**config.mk**
```make
export PLATFORM = sky130hd
export DESIGN_NAME = isd_top
export DESIGN_NICKNAME = d
export VERILOG_FILES = /design/src/common/isd_pkg.sv /design/src/common/isd_sub_if.sv /design/src/hdl/isd_timer.sv /design/src/hdl/isd_level_decode.sv /design/src/hdl/isd_top.sv
export VERILOG_INCLUDE_DIRS = /design/src /design/src/common
export SDC_FILE = /design/constraint.sdc
export NUM_CORES = 1
export LEC_CHECK = 0
export ABC_AREA = 1
export BUFFER_PORTS_ARGS = -buffer_cell sky130_fd_sc_hd__buf_2
export CORE_MARGIN = 1
export CORE_UTILIZATION = 55
export CTS_CLUSTER_DIAMETER = 100
export DETAILED_ROUTE_END_ITERATION = 12
export PLACE_DENSITY = 0.74
export SLEW_MARGIN = 20
export SYNTH_ARGS = -nofsm -noshare
export SYNTH_HDL_FRONTEND = slang
export SYNTH_HIERARCHICAL = 1
export SYNTH_SLANG_ARGS = --single-unit
```
**constraint.sdc**
```tcl
create_clock -name clk -period 4.2 [get_ports clk]
set_clock_uncertainty 0.1 [all_clocks]
set_input_delay 0.84 -clock clk [delete_from_list [all_inputs] [get_ports clk]]
set_output_delay 0.84 -clock clk [all_outputs]
set_load 0.02 [all_outputs]
```
**src/common/isd_params.svh**
```systemverilog
// Purpose: constants for the initial speed detect settings block
// Assumes: 50 MHz clock, AXI4-Lite with 32-bit data
// Notes:   offsets are byte addresses
`ifndef ISD_PARAMS_SVH
`define ISD_PARAMS_SVH

`define ISD_ADDR_W          8
`define ISD_OFS_SETTINGS    8'h00
`define ISD_OFS_STATUS      8'h04
`define ISD_SETTINGS_RST    32'h00000000

`define ISD_PARITY_BIT      31
`define ISD_DETECT_BIT      30
`define ISD_BRAKE_BIT       29
`define ISD_COAST_BIT       28
`define ISD_REVERSE_BIT     27
`define ISD_RESYNC_BIT      26
`define ISD_RESYNC_LVL_LSB  22
`define ISD_FET_PAT_BIT     21
`define ISD_BRAKE_DURATION_CODE_LSB    13
`define ISD_COAST_TIME_LSB  9
`define ISD_STILL_LVL_LSB   6

`define ISD_ST_STATE_LSB    0
`define ISD_ST_OUTCOME_LSB  4
`define ISD_ST_BUSY_BIT     8

`define ISD_CLK_NS          20
`define ISD_MS_NS           1000000

`define ISD_T0_MS   14'd10
`define ISD_T1_MS   14'd50
`define ISD_T2_MS   14'd100
`define ISD_T3_MS   14'd200
`define ISD_T4_MS   14'd300
`define ISD_T5_MS   14'd400
`define ISD_T6_MS   14'd500
`define ISD_T7_MS   14'd750
`define ISD_T8_MS   14'd1000
`define ISD_T9_MS   14'd2000
`define ISD_TA_MS   14'd3000
`define ISD_TB_MS   14'd4000
`define ISD_TC_MS   14'd5000
`define ISD_TD_MS   14'd7500
`define ISD_TE_MS   14'd10000
`define ISD_TF_MS   14'd15000

`define ISD_PCT_STEP     7'd5
`define ISD_PCT_HI_BASE  7'd70
`define ISD_PCT_HI_STEP  7'd10
`define ISD_PCT_HI_CODE  4'hC

`define ISD_MV_0  11'd50
`define ISD_MV_1  11'd75
`define ISD_MV_2  11'd100
`define ISD_MV_3  11'd250
`define ISD_MV_4  11'd500
`define ISD_MV_5  11'd750
`define ISD_MV_6  11'd1000
`define ISD_MV_7  11'd1500

`endif

```
**src/common/isd_pkg.sv**
```systemverilog
// Purpose: types for the initial speed detect settings block
// Assumes: isd_params.svh supplies the figures
// Notes:   duration lookup shared by the timer and the top
`include "isd_params.svh"
package isd_pkg;
  typedef enum logic [2:0] {ISD_IDLE, ISD_DETECT, ISD_COAST, ISD_BRAKE, ISD_DONE} isd_state_t;
  typedef enum logic [1:0] {ISD_OUT_NONE, ISD_OUT_START, ISD_OUT_RESYNC, ISD_OUT_REVERSE} isd_outcome_t;

  function automatic logic [13:0] isd_dur_ms(input logic [3:0] code);
    unique case (code)
      4'h0: isd_dur_ms = `ISD_T0_MS;
      4'h1: isd_dur_ms = `ISD_T1_MS;
      4'h2: isd_dur_ms = `ISD_T2_MS;
      4'h3: isd_dur_ms = `ISD_T3_MS;
      4'h4: isd_dur_ms = `ISD_T4_MS;
      4'h5: isd_dur_ms = `ISD_T5_MS;
      4'h6: isd_dur_ms = `ISD_T6_MS;
      4'h7: isd_dur_ms = `ISD_T7_MS;
      4'h8: isd_dur_ms = `ISD_T8_MS;
      4'h9: isd_dur_ms = `ISD_T9_MS;
      4'hA: isd_dur_ms = `ISD_TA_MS;
      4'hB: isd_dur_ms = `ISD_TB_MS;
      4'hC: isd_dur_ms = `ISD_TC_MS;
      4'hD: isd_dur_ms = `ISD_TD_MS;
      4'hE: isd_dur_ms = `ISD_TE_MS;
      4'hF: isd_dur_ms = `ISD_TF_MS;
    endcase
  endfunction : isd_dur_ms
endpackage : isd_pkg

```
**src/common/isd_sub_if.sv**
```systemverilog
// Purpose: links the sequencer to its timer and level decoder
// Assumes: one clock domain
// Notes:   run is a level; expired holds until run drops
`timescale 1ns/1ps
interface isd_sub_if;
  logic        run;
  logic [3:0]  code;
  logic        expired;
  logic [3:0]  speed_code;
  logic [2:0]  still_code;
  logic [6:0]  speed_pct;
  logic [10:0] still_mv;
  modport ctl (output run, output code, input expired,
               output speed_code, output still_code, input speed_pct, input still_mv);
  modport tmr (input run, input code, output expired);
  modport dec (input speed_code, input still_code, output speed_pct, output still_mv);
endinterface : isd_sub_if

```
**src/hdl/isd_timer.sv**
```systemverilog
// Purpose: millisecond duration timer for brake and coast phases
// Assumes: code is steady while run is high
// Notes:   expired rises dur*MS_CYCLES edges after the load edge
`timescale 1ns/1ps
`include "isd_params.svh"
module isd_timer
  import isd_pkg::*;
#(
  parameter int unsigned MS_CYCLES = `ISD_MS_NS / `ISD_CLK_NS
) (
  input  wire logic clk,
  input  wire logic rst_n,
  isd_sub_if.tmr    sub
);
  logic [31:0] pre;
  logic [13:0] ms_left;
  logic        loaded;

  always_ff @(posedge clk) begin
    if (!rst_n || !sub.run) begin
      pre         <= 32'h00000000;
      ms_left     <= 14'h0000;
      loaded      <= 1'b0;
      sub.expired <= 1'b0;
    end else if (!loaded) begin
      pre     <= MS_CYCLES - 1;
      ms_left <= isd_dur_ms(sub.code);
      loaded  <= 1'b1;
    end else if (!sub.expired) begin
      if (pre == 32'h00000000) begin
        pre <= MS_CYCLES - 1;
        if (ms_left == 14'h0001) begin
          sub.expired <= 1'b1;
        end
        ms_left <= ms_left - 14'h0001;
      end else begin
        pre <= pre - 32'h00000001;
      end
    end
  end
endmodule : isd_timer

```
**src/hdl/isd_level_decode.sv**
```systemverilog
// Purpose: turns threshold codes into percent and millivolt levels
// Assumes: codes come from the settings register
// Notes:   purely combinational
`timescale 1ns/1ps
`include "isd_params.svh"
module isd_level_decode
  import isd_pkg::*;
(
  isd_sub_if.dec sub
);
  always_comb begin
    if (sub.speed_code < `ISD_PCT_HI_CODE) begin
      sub.speed_pct = 7'(`ISD_PCT_STEP * ({3'h0, sub.speed_code} + 7'd1));
    end else begin
      sub.speed_pct = 7'(`ISD_PCT_HI_BASE + `ISD_PCT_HI_STEP * {3'h0, sub.speed_code - `ISD_PCT_HI_CODE});
    end
  end

  always_comb begin
    unique case (sub.still_code)
      3'h0: sub.still_mv = `ISD_MV_0;
      3'h1: sub.still_mv = `ISD_MV_1;
      3'h2: sub.still_mv = `ISD_MV_2;
      3'h3: sub.still_mv = `ISD_MV_3;
      3'h4: sub.still_mv = `ISD_MV_4;
      3'h5: sub.still_mv = `ISD_MV_5;
      3'h6: sub.still_mv = `ISD_MV_6;
      3'h7: sub.still_mv = `ISD_MV_7;
    endcase
  end
endmodule : isd_level_decode

```
**src/hdl/isd_top.sv**
```systemverilog
// Purpose: initial speed detect settings register and startup sequencer
// Assumes: bemf_mv, speed_pct and motor_forward come from same-clock logic
// Notes:   settings are captured at start and held for the whole sequence
//
// The implementer's own choices: the AXI4-Lite register port and the register offsets.
`timescale 1ns/1ps
`include "isd_params.svh"

// Contract
// - Bit 30 turns initial speed detection on when 1 and off when 0, resetting to 0.
// - Bit 29 permits braking when 1 and forbids it when 0, resetting to 0.
// - Bit 28 permits a high-impedance coast whose length is chosen by bits 12-9 with the brake time codes.
// - Bit 27 permits driving the motor out of reverse rotation when 1, resetting to 0.
// - Bit 26 permits resynchronizing to a forward-turning motor when 1, resetting to 0.
// - Bits 25-22 set the least forward speed for resync, 5% to 60% in 5% steps then 70% to 100%.
// - With bit 21 at 0 the brake turns on all three high-side transistors.
// - With bit 21 at 1 the brake turns on all three low-side transistors instead.
// - Bits 16-13 choose the brake length from 10 ms up to 15 s.
// - Bits 8-6 choose the back-EMF level below which the motor counts as stationary.
module isd_top
  import isd_pkg::*;
#(
  parameter int unsigned MS_CYCLES = `ISD_MS_NS / `ISD_CLK_NS
) (
  input  wire logic                   clk,
  input  wire logic                   rst_n,
  input  wire logic [`ISD_ADDR_W-1:0] s_axi_awaddr,
  input  wire logic                   s_axi_awvalid,
  output logic                        s_axi_awready,
  input  wire logic [31:0]            s_axi_wdata,
  input  wire logic [3:0]             s_axi_wstrb,
  input  wire logic                   s_axi_wvalid,
  output logic                        s_axi_wready,
  output logic [1:0]                  s_axi_bresp,
  output logic                        s_axi_bvalid,
  input  wire logic                   s_axi_bready,
  input  wire logic [`ISD_ADDR_W-1:0] s_axi_araddr,
  input  wire logic                   s_axi_arvalid,
  output logic                        s_axi_arready,
  output logic [31:0]                 s_axi_rdata,
  output logic [1:0]                  s_axi_rresp,
  output logic                        s_axi_rvalid,
  input  wire logic                   s_axi_rready,
  input  wire logic                   start_req,
  input  wire logic                   motor_forward,
  input  wire logic [10:0]            bemf_mv,
  input  wire logic [6:0]             speed_pct,
  output logic [2:0]                  hs_on,
  output logic [2:0]                  ls_on,
  output logic                        outputs_hiz,
  output logic                        busy,
  output logic                        done,
  output logic [1:0]                  outcome
);
  localparam logic [1:0] RESP_OKAY   = 2'h0;
  localparam logic [1:0] RESP_SLVERR = 2'h2;

  logic [31:0]            initial_speed_detect_settings;
  logic [31:0]            snap;
  isd_state_t             st;
  isd_state_t             next_st;
  isd_outcome_t           res;
  isd_outcome_t           next_res;
  logic                   aw_held;
  logic                   w_held;
  logic [`ISD_ADDR_W-1:0] aw_addr;
  logic [31:0]            w_data;
  logic [3:0]             w_strb;
  logic [31:0]            status;

  isd_sub_if sub ();

  isd_timer #(
    .MS_CYCLES (MS_CYCLES)
  ) u_timer (
    .clk   (clk),
    .rst_n (rst_n),
    .sub   (sub.tmr)
  );

  isd_level_decode u_decode (
    .sub (sub.dec)
  );

  // named fields of the captured settings
  logic       speed_detect_on;
  logic       brake_allowed;
  logic       coast_allowed;
  logic       reverse_recovery_allowed;
  logic       forward_resync_allowed;
  logic [3:0] forward_resync_speed_level;
  logic       brake_fet_pattern;
  logic [3:0] brake_duration_code;
  logic [3:0] coast_duration_code;
  logic [2:0] standstill_bemf_level;

  assign speed_detect_on            = snap[`ISD_DETECT_BIT];
  assign brake_allowed              = snap[`ISD_BRAKE_BIT];
  assign coast_allowed              = snap[`ISD_COAST_BIT];
  assign reverse_recovery_allowed   = snap[`ISD_REVERSE_BIT];
  assign forward_resync_allowed     = snap[`ISD_RESYNC_BIT];
  assign forward_resync_speed_level = snap[`ISD_RESYNC_LVL_LSB +: 4];
  assign brake_fet_pattern          = snap[`ISD_FET_PAT_BIT];
  assign brake_duration_code        = snap[`ISD_BRAKE_DURATION_CODE_LSB +: 4];
  assign coast_duration_code        = snap[`ISD_COAST_TIME_LSB +: 4];
  assign standstill_bemf_level      = snap[`ISD_STILL_LVL_LSB +: 3];

  // bus write path: address and data may arrive in either order
  assign s_axi_awready = !aw_held && !s_axi_bvalid;
  assign s_axi_wready  = !w_held && !s_axi_bvalid;

  always_ff @(posedge clk) begin
    if (!rst_n) begin
      aw_held <= 1'b0;
      aw_addr <= '0;
    end else if (s_axi_awvalid && s_axi_awready) begin
      aw_held <= 1'b1;
      aw_addr <= s_axi_awaddr;
    end else if (aw_held && w_held) begin
      aw_held <= 1'b0;
    end
  end

  always_ff @(posedge clk) begin
    if (!rst_n) begin
      w_held <= 1'b0;
      w_data <= 32'h00000000;
      w_strb <= 4'h0;
    end else if (s_axi_wvalid && s_axi_wready) begin
      w_held <= 1'b1;
      w_data <= s_axi_wdata;
      w_strb <= s_axi_wstrb;
    end else if (aw_held && w_held) begin
      w_held <= 1'b0;
    end
  end

  always_ff @(posedge clk) begin
    if (!rst_n) begin
      s_axi_bvalid <= 1'b0;
      s_axi_bresp  <= RESP_OKAY;
    end else if (aw_held && w_held) begin
      s_axi_bvalid <= 1'b1;
      s_axi_bresp  <= (aw_addr[`ISD_ADDR_W-1:2] == 6'(`ISD_OFS_SETTINGS >> 2)) ? RESP_OKAY : RESP_SLVERR;
    end else if (s_axi_bready) begin
      s_axi_bvalid <= 1'b0;
    end
  end

  // every bit, parity and reserved included, is plain storage
  always_ff @(posedge clk) begin
    if (!rst_n) begin
      initial_speed_detect_settings <= `ISD_SETTINGS_RST;
    end else if (aw_held && w_held && aw_addr[`ISD_ADDR_W-1:2] == 6'(`ISD_OFS_SETTINGS >> 2)) begin
      for (int i = 0; i < 4; i++) begin
        if (w_strb[i]) begin
          initial_speed_detect_settings[8*i +: 8] <= w_data[8*i +: 8];
        end
      end
    end
  end

  // bus read path
  always_comb begin
    status = 32'h00000000;
    status[`ISD_ST_STATE_LSB +: 3]   = st;
    status[`ISD_ST_OUTCOME_LSB +: 2] = res;
    status[`ISD_ST_BUSY_BIT]         = busy;
  end

  assign s_axi_arready = !s_axi_rvalid;

  always_ff @(posedge clk) begin
    if (!rst_n) begin
      s_axi_rvalid <= 1'b0;
      s_axi_rdata  <= 32'h00000000;
      s_axi_rresp  <= RESP_OKAY;
    end else if (s_axi_arvalid && s_axi_arready) begin
      s_axi_rvalid <= 1'b1;
      if (s_axi_araddr[`ISD_ADDR_W-1:2] == 6'(`ISD_OFS_SETTINGS >> 2)) begin
        s_axi_rdata <= initial_speed_detect_settings;
        s_axi_rresp <= RESP_OKAY;
      end else if (s_axi_araddr[`ISD_ADDR_W-1:2] == 6'(`ISD_OFS_STATUS >> 2)) begin
        s_axi_rdata <= status;
        s_axi_rresp <= RESP_OKAY;
      end else begin
        s_axi_rdata <= 32'h00000000;
        s_axi_rresp <= RESP_SLVERR;
      end
    end else if (s_axi_rready) begin
      s_axi_rvalid <= 1'b0;
    end
  end

  // settings are frozen for a sequence so a mid-run write cannot tear it
  always_ff @(posedge clk) begin
    if (!rst_n) begin
      snap <= `ISD_SETTINGS_RST;
    end else if (st == ISD_IDLE && start_req) begin
      snap <= initial_speed_detect_settings;
    end
  end

  assign sub.code       = (st == ISD_BRAKE) ? brake_duration_code : coast_duration_code;
  assign sub.run        = (st == ISD_BRAKE || st == ISD_COAST) && !sub.expired;
  assign sub.speed_code = forward_resync_speed_level;
  assign sub.still_code = standstill_bemf_level;

  always_comb begin
    next_st  = st;
    next_res = res;
    unique case (st)
      ISD_IDLE: begin
        if (start_req) begin
          next_st = ISD_DETECT;
        end
      end
      ISD_DETECT: begin
        next_st = ISD_DONE;
        if (!speed_detect_on) begin
          next_res = ISD_OUT_START;
        end else if (bemf_mv < sub.still_mv) begin
          next_res = ISD_OUT_START;
        end else if (motor_forward && forward_resync_allowed && speed_pct >= sub.speed_pct) begin
          next_res = ISD_OUT_RESYNC;
        end else if (!motor_forward && reverse_recovery_allowed) begin
          next_res = ISD_OUT_REVERSE;
        end else if (coast_allowed) begin
          next_st = ISD_COAST;
        end else if (brake_allowed) begin
          next_st = ISD_BRAKE;
        end else begin
          next_res = ISD_OUT_START;
        end
      end
      ISD_COAST: begin
        if (sub.expired) begin
          next_st  = brake_allowed ? ISD_BRAKE : ISD_DONE;
          next_res = ISD_OUT_START;
        end
      end
      ISD_BRAKE: begin
        if (sub.expired) begin
          next_st  = ISD_DONE;
          next_res = ISD_OUT_START;
        end
      end
      ISD_DONE: begin
        next_st = ISD_IDLE;
      end
      default: begin
        next_st = ISD_IDLE;
      end
    endcase
  end

  always_ff @(posedge clk) begin
    if (!rst_n) begin
      st  <= ISD_IDLE;
      res <= ISD_OUT_NONE;
    end else begin
      st  <= next_st;
      res <= (st == ISD_IDLE && start_req) ? ISD_OUT_NONE : next_res;
    end
  end

  // driver outputs registered from the next state
  always_ff @(posedge clk) begin
    if (!rst_n) begin
      hs_on       <= 3'h0;
      ls_on       <= 3'h0;
      outputs_hiz <= 1'b0;
      busy        <= 1'b0;
      done        <= 1'b0;
      outcome     <= 2'h0;
    end else begin
      hs_on       <= (next_st == ISD_BRAKE && !brake_fet_pattern) ? 3'h7 : 3'h0;
      ls_on       <= (next_st == ISD_BRAKE && brake_fet_pattern) ? 3'h7 : 3'h0;
      outputs_hiz <= next_st == ISD_COAST;
      busy        <= next_st != ISD_IDLE;
      done        <= next_st == ISD_DONE;
      outcome     <= (next_st == ISD_DONE) ? next_res : outcome;
    end
  end

  // helper: cycles spent in the brake and coast states
  logic [31:0] phase_cnt;
  always_ff @(posedge clk) begin
    if (!rst_n || next_st != st) begin
      phase_cnt <= 32'h00000000;
    end else begin
      phase_cnt <= phase_cnt + 32'h00000001;
    end
  end
endmodule : isd_top

```
Word level (Yosys, flattened, before mapping) --
Memory sizes are Yosys's and may differ from the RTL's. A register that Yosys moved wholly into a read port is not among the register bits. Cells that the tools add are included.
Storage, ports and cells: memories 2, word-level logic and storage cells 140, ROM bits 296, output and inout port bits 52, register bits after elaboration 211
Operators by class: $add $sub $neg 5, multiply operators 2, magnitude comparators 3, bitwise operators 2, equality and inequality tests 10, mux-type cells 46, reductions and logical operators 42
Memories:
- (no name shown) | words 16, bits a word 13, read ports 1, clocked after Yosys merged registers in 0, write ports 0, RTL line isd_pkg.sv:10 | unique case (code)
- (no name shown) | words 8, bits a word 11, read ports 1, clocked after Yosys merged registers in 1, write ports 0, RTL line isd_level_decode.sv:20 | unique case (sub.still_code)
Operators by type and width (number):
- $mux 32 | 2
- $mux 14 | 3
- $mux 3 | 13
- $logic_not 32->1 | 1
- $mux 16 | 2
- $sub 32x1->32 const B | 1
- $mux 2 | 10
- $eq 14x1->1 const B | 1
- $logic_and 1x1->1 | 14
- $sub 14x1->14 const B | 1
- $eq 3x2->1 const B | 4
- $logic_not 6->1 | 2
- $pmux 3 s4 | 1
- $lt 11x11->1 | 1
- $mux 1 | 11
- $reduce_and 2->1 | 5
- $logic_not 1->1 | 9
- $mux 9 | 1
- $reduce_bool 2->1 | 4
- $add 7x7->7 const A | 1
- $ge 7x7->1 | 1
- $mul 3x7->7 const A | 1
- $mux 7 | 1
- $eq 6x1->1 const B | 1
- 14 further kinds | 19

Logic depth before layout (Yosys ltp) --
Gate-level depths: netlist (run 1).
depth in word-level cells 13, gate-level depth with buffers 28, gate-level depth less buffers 27

Modules after synthesis --
Netlist (run 1), hierarchy kept.
By module, submodules not included:
- isd_top | cells an instance 754, times used 1, area an instance 5833.1 um^2
- isd_timer | cells an instance 514, times used 1, area an instance 3204.3 um^2
- isd_level_decode | cells an instance 89, times used 1, area an instance 545.5 um^2

Worst setup path before layout (run 1) --
Ideal clock, no wire load.
path type flip-flop to flip-flop, from register snap[22], to register busy, clock period less this slack 3414 ps, data required time 3976 ps, slack 786 ps, arrival 3190 ps, cell stages (with the launch flop) 26, cells stage by stage dfxtp_1 > inv_1 > ha_1 > ha_1 > ha_1 > inv_1 > fa_1 > inv_1 > nand2_1 > nand2_1 > inv_1 > nand2_1 > nand3_1 > nand2_1 > inv_1 > ha_1 > nand2_1 > inv_1 > a21oi_1 > nand3_1 > nand2_1 > nand2_1 > o21bai_1 > nand2_1 > nand2_1 > nand3_1
Between the ends: cells in the longest elaborated chain, start to end 11, elaborated cells on any way between the ends 14, classes of those cells add/sub (3); mul (2); order compare (2); mux (5); reduce/logical (2)
RTL lines:
- start, declared | RTL line isd_top.sv:59 | logic [31:0] snap;
- start signal, assigned | RTL line isd_top.sv:198 | snap <= `ISD_SETTINGS_RST;
- start signal, assigned | RTL line isd_top.sv:200 | snap <= initial_speed_detect_settings;
- $sub 4x4->4 (no line)
- $mul 3x4->6 (no line)
- $add 7x7->7 (no line)
- $mux 7 * | RTL line isd_level_decode.sv:12 | if (sub.speed_code < `ISD_PCT_HI_CODE) begin
- net sub.speed_pct[5] | RTL line isd_sub_if.sv:11 | logic [6:0] speed_pct;
- $ge 7x7->1 * | RTL line isd_top.sv:224 | end else if (motor_forward && forward_resync_allowed && speed_pct >= sub.speed_pct) begin
- $logic_and 1x1->1 * | RTL line isd_top.sv:224
- $mux 3 * | RTL line isd_top.sv:224
- $mux 3 * | RTL line isd_top.sv:222 | end else if (bemf_mv < sub.still_mv) begin
- $mux 3 * | RTL line isd_top.sv:220 | if (!speed_detect_on) begin
- $pmux 3 s4 * | RTL line isd_top.sv:212 | unique case (st)
- $reduce_bool 3->1 * | RTL line isd_top.sv:280 | busy <= next_st != ISD_IDLE;
- end signal, assigned | RTL line isd_top.sv:273 | busy <= 1'b0;
- end signal, assigned | RTL line isd_top.sv:280
- end, declared | RTL line isd_top.sv:51 | output logic busy,
The timed path passes the listed nets; every way through them passes the cells marked *. A chain may end at the register's enable or synchronous reset.

Worst setup path in the final report (run 1) --
Same ends and word-level chain as after synthesis.

==> flow_summary_export.csv, run 1 <==
group,metric,value,unit
status,outcome,"finished, final reports clean",
hold_path,min_from,"snap[21]$_SDFFE_PN0P_",
floorplan,core,16800,sq um
finish,stdcell_area,10900,sq um
finish,layout_commonest_cell,"nor2_1",
finish,drive_above_1_share,14.9,%
routing,vias_per_cell,5.12,
grt,grt_pass1_wl,36.8,mm
synth,post_synth_num_cell_types,47,
grt,antenna_found_initial,4,
setup_path,crit_type,"flip-flop to flip-flop",
grt,grt-ovfl-total,0,
power_and_ir_drop,p_leak,5.46,nW
timing,setup_tns,0,ns
finish,layout_common_cells,"nor2_1, dfxtp_1, nand2_1, inv_1, buf_2",
routing,dr.pass1.iters,5,
timing,rsz0062_at_grt,"false",
clocking,cts_tree,"done",
routing,drcViolationCount,0,
job,maxCapViolCount,0,
clocking,h-tree-depth,4,
setup_path,critPathTopFamily,"adder cells",
setup_path,r2r_start,"snap[22]$_SDFFE_PN0P_",
synth,yosysWarningCount,6,
power_and_ir_drop,internal_power,2.94,mW
setup_path,crit_top_cell,"nand2_1",
setup_path,rr_endpoint,"busy$_SDFF_PN0_",
hold_path,whs_path_depth,1,
floorplan,initial_core_util,57.0,%
synth,syn_inst,1357,
timing,worst_pin_slew,1.10,ns
synth,synthFlopType,"dfxtp_1",
timing,setup_viol,0,
setup_path,crit_arrival,3.96,ns
floorplan,die_y,134,microns
power_and_ir_drop,total_power,4.06,mW
timing,final-max-slew-violation-count,0,
power_and_ir_drop,seq_power_share,47.9,%
timing,period_share,89.2,%
grt,grt_pass1_vias,7766,
synth,synth_edf_count,0,
synth,async_reset_ff_share,0,%
grt,track_usage,25.5,%
floorplan,die_area,18000,sq um
clocking,ctsLongestPathBuffers,2,
timing,relSlewSlack,26.4,%
clocking,cts_buffers,17,
timing,hold_violations,0,
power_and_ir_drop,p_clk_share,40.5,%
placed_design,globalplace.congestion,0.876,
setup_path,rrSetupSlack,0.45,ns
setup_path,r2r.worst_path.cells,25,
finish,syn_to_final_growth,13.5,%
placed_design,post-place-ws,0.358,ns
routing,vias,8661,
power_and_ir_drop,swShare,27.6,%
finish,final_nets,1577,
clocking,insertion_delay,0.44,ns
synth,yosysSeqAreaShare,40.3,%
timing,hold_slack,0.310,ns
setup_path,crit_path_top_delay_cell,"dfxtp_2",
setup_path,end_kind,"flip-flop",
clocking,ctsHoldBuffers,0,
floorplan,std_cell_rows,47,
setup_path,startpoint_type,"flip-flop",
clocking,cts_root_buffer,"clkbuf_16",
synth,synth_seq_cells,193,
power_and_ir_drop,p_sw,1.12,mW
hold_path,hp-class,"flip-flop to flip-flop",
synth,syn-cell-area,9580,sq um
placed_design,io_buffers,124,
clocking,cts_setup_buffers,0,
setup_path,cpPeakStageDelay,0.42,ns
placed_design,postPlaceCellArea,10300,sq um
routing,wl_per_cell,13.3,microns
clocking,path_clk_slew,0.07,ns
timing,setup_ws,0.453,ns
clocking,cts_resized,0,
clocking,clock_sinks,193,
power_and_ir_drop,powerDensity,373,nW/um^2
routing,first_iter_violations,563,
setup_path,critPathMaxFanout,9,
routing,ant_nets,0,
grt,grt_max_degree,112,
placed_design,dpl.hpwl,15.7,mm
routing,drt_wl_total,22.4,mm
floorplan,die_w,134,microns
floorplan,io_pins,131,
timing,fmax,267,MHz
hold_path,worstHoldEndpoint,"hs_on[1]$_SDFF_PN0_",
synth,syn_area_per_cell,7.06,sq um
power_and_ir_drop,ir_drop,0.332,mV
setup_path,cp_data_required_time,4.41,ns
setup_path,cp.buffers_inverters,6,
timing,finalCriticalPeriod,3.75,ns
power_and_ir_drop,pwr-share-comb,11.6,%
state kept, by name, indices dropped and copies added, names as in the netlist, 2 cells and up:
name,count
u_timer/pre,32
st,3
snap,21
w_strb,4
res,2
aw_addr,6
w_data,32
u_timer/ms_left,14
s_axi_rdata,32
initial_speed_detect_settings,32
outcome,2
how the worst max path moves through the flow:
stage | startpoint | end | slack [ns] | cells past startpoint
after floorplan | snap[22]$_SDFFE_PN0P_ | busy$_SDFF_PN0_ | 0.79 | 25
after global placement | snap[22]$_SDFFE_PN0P_ | busy$_SDFF_PN0_ | 0.44 | 25
after detailed placement | snap[22]$_SDFFE_PN0P_ | busy$_SDFF_PN0_ | 0.36 | 25
after CTS | snap[22]$_SDFFE_PN0P_ | busy$_SDFF_PN0_ | 0.33 | 25
after global routing | snap[22]$_SDFFE_PN0P_ | busy$_SDFF_PN0_ | 0.09 | 25
final | snap[22]$_SDFFE_PN0P_ | busy$_SDFF_PN0_ | 0.45 | 25
per-stage QoR:
| step | instances | util [%] |
|---|---|---|
| 6_report | 1692 | 64.6 |
| 4_1_cts | 1689 | 64.6 |
| 3_5_place_dp | 1657 | 61.0 |
| 2_1_floorplan | 1358 | - |
| 5_1_grt | 1691 | 64.6 |
| 3_3_place_gp | 1657 | 61.0 |
area by class of cell:
class	count	area, sq um
Antenna cell	3	7.51
Clock buffer	18	439
Clock inverter	14	163
Fill cell	1572	5950
Inverter	167	627
Multi-Input combinational cell	948	4840
Sequential cell	193	3870
Tap cell	220	275
Timing Repair Buffer	129	658
per-layer routing:
layer,global-route usage [%],vias to the layer above,share of wire (%)
met5,0,-,0.045
met4,8.02,2,1.4
met3,6.46,26,5.4
met2,40.0,199,44
met1,34.4,3914,49
li1,-,4520,-
synthesized netlist by cell type, types with 3 or more instances:
| library cell | number | area [sq um] |
|---|---|---|
| o21bai_1 | 3 | 22.5 |
| o22ai_1 | 3 | 18.8 |
| clkbuf_1 | 26 | 97.6 |
| nand3_1 | 58 | 290 |
| buf_4 | 10 | 75.1 |
| nor3_1 | 12 | 60.1 |
| o21ai_0 | 122 | 611 |
| o221ai_1 | 6 | 52.6 |
| ha_1 | 41 | 513 |
| buf_2 | 9 | 45.0 |
| nand3_2 | 11 | 110 |
| nor2_1 | 350 | 1310 |
| xor2_1 | 14 | 123 |
| nor2_4 | 8 | 90.1 |
| xnor2_1 | 6 | 52.6 |
| nand3b_1 | 4 | 30.0 |
| nand4_1 | 9 | 56.3 |
| o211ai_1 | 3 | 22.5 |
| a22oi_1 | 27 | 203 |
| a21oi_1 | 46 | 230 |
| dfxtp_1 | 193 | 3860 |
| o21ai_1 | 5 | 25.0 |
| nand2_1 | 179 | 672 |
| inv_1 | 158 | 593 |
| nand2_2 | 7 | 43.8 |
| buf_6 | 3 | 33.8 |
| inv_2 | 9 | 33.8 |
| nor2_2 | 10 | 62.6 |
| mux2_2 | 4 | 45.0 |
worst reg2reg max path: cells and delay by family (launching register included):
kind | cells | cell delay (ns)
adders and majority gates | 5 | 1.39
and+or+nand+nor | 12 | 1.06
DFF | 1 | 0.42
buffers and inverters | 6 | 0.33
AOI/OAI and AO/OA | 2 | 0.33
logic make-up (layout without fill, tap and decap cells):
group,after synthesis,after routing,share of synthesized area (%)
compound gates,224,224,13.2
buf+inv,217,328,9.24
xor+xnor,20,20,1.83
simple gates,656,656,29.3
flops,193,193,40.3
fa+ha+maj,42,42,5.56
mux,4,4,0.470
other cells,1,5,0.0391
power groups by stage:
stage | Clock [mW] | Combinational (mW) | Sequential (mW)
2_1_floorplan | 0 | 0.336 | 1.99
3_3_place_gp | 0 | 0.456 | 1.98
3_5_place_dp | 0 | 0.468 | 1.98
4_1_cts | 1.68 | 0.471 | 1.94
5_1_grt | 1.75 | 0.540 | 1.95
6_report | 1.65 | 0.471 | 1.94
Note: power is estimated with default switching activity, not from simulation.
==> run 2: changes to the inputs <==
Settings changed: RECOVER_POWER set to 100, SLEW_MARGIN 20 to unset.
==> run 2 against run 1 <==
Net effect: utilization fell by 0.72 points; the flow now finishes with violations (max-capacitance violations, max-slew violations); non-clock buffer count is the same; largest power group unchanged; global-route usage unchanged; largest cell class unchanged; fmax is 3.4% lower; final cell count unchanged.
==> flow_summary_export.csv, run 2 (synthesized netlist as in run 1, its figures left out) <==
group,metric,value,unit
status,outcome,"complete, but fails checks",
status,violations,"max-capacitance violations, max-slew violations",
floorplan,initial_core_util,57.0,%
setup_path,cp_data_required_time,4.46,ns
setup_path,r2r_start,"snap[22]$_SDFFE_PN0P_",
grt,use_met1,34.4,%
setup_path,crit_arrival,4.14,ns
clocking,insertion_delay,0.44,ns
power_and_ir_drop,powerDensity,377,nW/um^2
finish,final_core_util,63.9,%
setup_path,crit_type,"input pin to flip-flop",
grt,grt-ovfl-total,0,
clocking,path_clk_slew,0.08,ns
grt,met3_usage,6.46,%
grt,use_met2,40.0,%
timing,relSlewSlack,-18.9,%
grt,track_usage,25.5,%
floorplan,io_pins,131,
floorplan,core,16800,sq um
floorplan,die_area,18000,sq um
finish,syn_to_final_growth,12.2,%
clocking,ctsHoldBuffers,0,
grt,grt_pass1_wl,36.8,mm
clocking,clock_sinks,193,
placed_design,post-place-ws,0.358,ns
timing,period_share,92.4,%
power_and_ir_drop,p_leak,5.24,nW
routing,wl_per_cell,13.3,microns
setup_path,r2r.worst_path.cells,25,
hold_path,worstHoldEndpoint,"hs_on[1]$_SDFF_PN0_",
timing,final-max-slew-violation-count,139,
timing,setup_ws,0.320,ns
timing,hold_slack,0.310,ns
timing,setup_viol,0,
finish,layout_commonest_cell,"nor2_1",
job,maxCapViolCount,2,
clocking,cts_tree,"done",
clocking,ctsLongestPathBuffers,2,
setup_path,rr_endpoint,"busy$_SDFF_PN0_",
floorplan,std_cell_rows,47,
clocking,h-tree-depth,4,
grt,grt_pass1_vias,7766,
hold_path,whs_path_depth,1,
grt,antenna_found_initial,4,
hold_path,min_from,"snap[21]$_SDFFE_PN0P_",
power_and_ir_drop,ir_drop,0.331,mV
routing,first_iter_violations,530,
clocking,cts_buffers,17,
setup_path,end_kind,"flip-flop",
placed_design,globalplace.congestion,0.876,
timing,hold_violations,0,
routing,drcViolationCount,0,
hold_path,hp-class,"flip-flop to flip-flop",
grt,grt_max_degree,112,
finish,drive_above_1_share,10.5,%
routing,drt_wl_total,22.5,mm
setup_path,critPathMaxFanout,27,
finish,layout_common_cells,"nor2_1, dfxtp_1, nand2_1, inv_1, o21ai_0",
grt,busiest_layer,"met2",
timing,setup_tns,0,ns
finish,final_nets,1577,
placed_design,dpl.hpwl,15.7,mm
routing,ant_nets,0,
routing,vias_per_cell,5.13,
timing,finalCriticalPeriod,3.88,ns
clocking,cts_root_buffer,"clkbuf_16",
floorplan,die_w,134,microns
timing,worst_pin_slew,1.78,ns
setup_path,startpoint_type,"input pin",
routing,dr.pass1.iters,5,
placed_design,io_buffers,124,
setup_path,rrSetupSlack,0.41,ns
timing,rsz0062_at_grt,"false",
floorplan,die_y,134,microns
timing,fmax,258,MHz
routing,vias,8680,
## run 2: how the worst max path moves through the flow
stage / from / to / depth (start not counted)
6_report: s_axi_arvalid / s_axi_rdata[23]$_SDFFE_PN0P_ / 8
4_1_cts: snap[22]$_SDFFE_PN0P_ / busy$_SDFF_PN0_ / 25
3_3_place_gp: snap[22]$_SDFFE_PN0P_ / busy$_SDFF_PN0_ / 25
5_1_grt: snap[22]$_SDFFE_PN0P_ / busy$_SDFF_PN0_ / 25
2_1_floorplan: snap[22]$_SDFFE_PN0P_ / busy$_SDFF_PN0_ / 25
3_5_place_dp: snap[22]$_SDFFE_PN0P_ / busy$_SDFF_PN0_ / 25
## run 2: area by class of cell
cell class / instances / area [sq um]
tap: 220 / 275
sequential: 193 / 3870
clock inverter: 14 / 163
clock buffer: 18 / 439
antenna: 3 / 7.51
timing repair buffer: 129 / 584
multi-input combinational: 948 / 4790
fill: 1623 / 6070
inverter: 167 / 627
## run 2: stage by stage
| step | cells | power [mW] | instance area (sq um) |
|---|---|---|---|
| 3_3_place_gp | 1657 | 2.44 | 10300 |
| 6_report | 1692 | 4.06 | 10800 |
| 2_1_floorplan | 1358 | 2.32 | 9590 |
| 4_1_cts | 1689 | 4.09 | 10900 |
| 3_5_place_dp | 1657 | 2.45 | 10300 |
| 5_1_grt | 1691 | 4.24 | 10700 |
## run 2: per-layer routing
| metal | vias up | part of all wire, % |
|---|---|---|
| met5 | - | 0.045 |
| met4 | 2 | 1.4 |
| met3 | 24 | 5.6 |
| met2 | 210 | 44 |
| met1 | 3917 | 48 |
| li1 | 4527 | - |
## run 2: timing repair
item / in CTS / in global routing
endpoints found under the setup margin: 0 / 2
hold endpoints to repair: 0 / 0
setup buffers: 0 / 0
resized for setup: 0 / 2
## run 2: power by group
group	internal [mW]	total, mW	switching [mW]
clock network	0.865	1.65	0.782
registers	1.90	1.94	0.0457
logic	0.172	0.466	0.295
total	2.93	4.06	1.12
## run 2: critical path, stage by stage
cell      delay, ns
buf_2          0.07
nand2_1        0.68
inv_1          0.71
nand4_1        0.23
nor2_2         0.12
clkbuf_1       1.12
a22oi_1        0.18
nor2_1         0.16
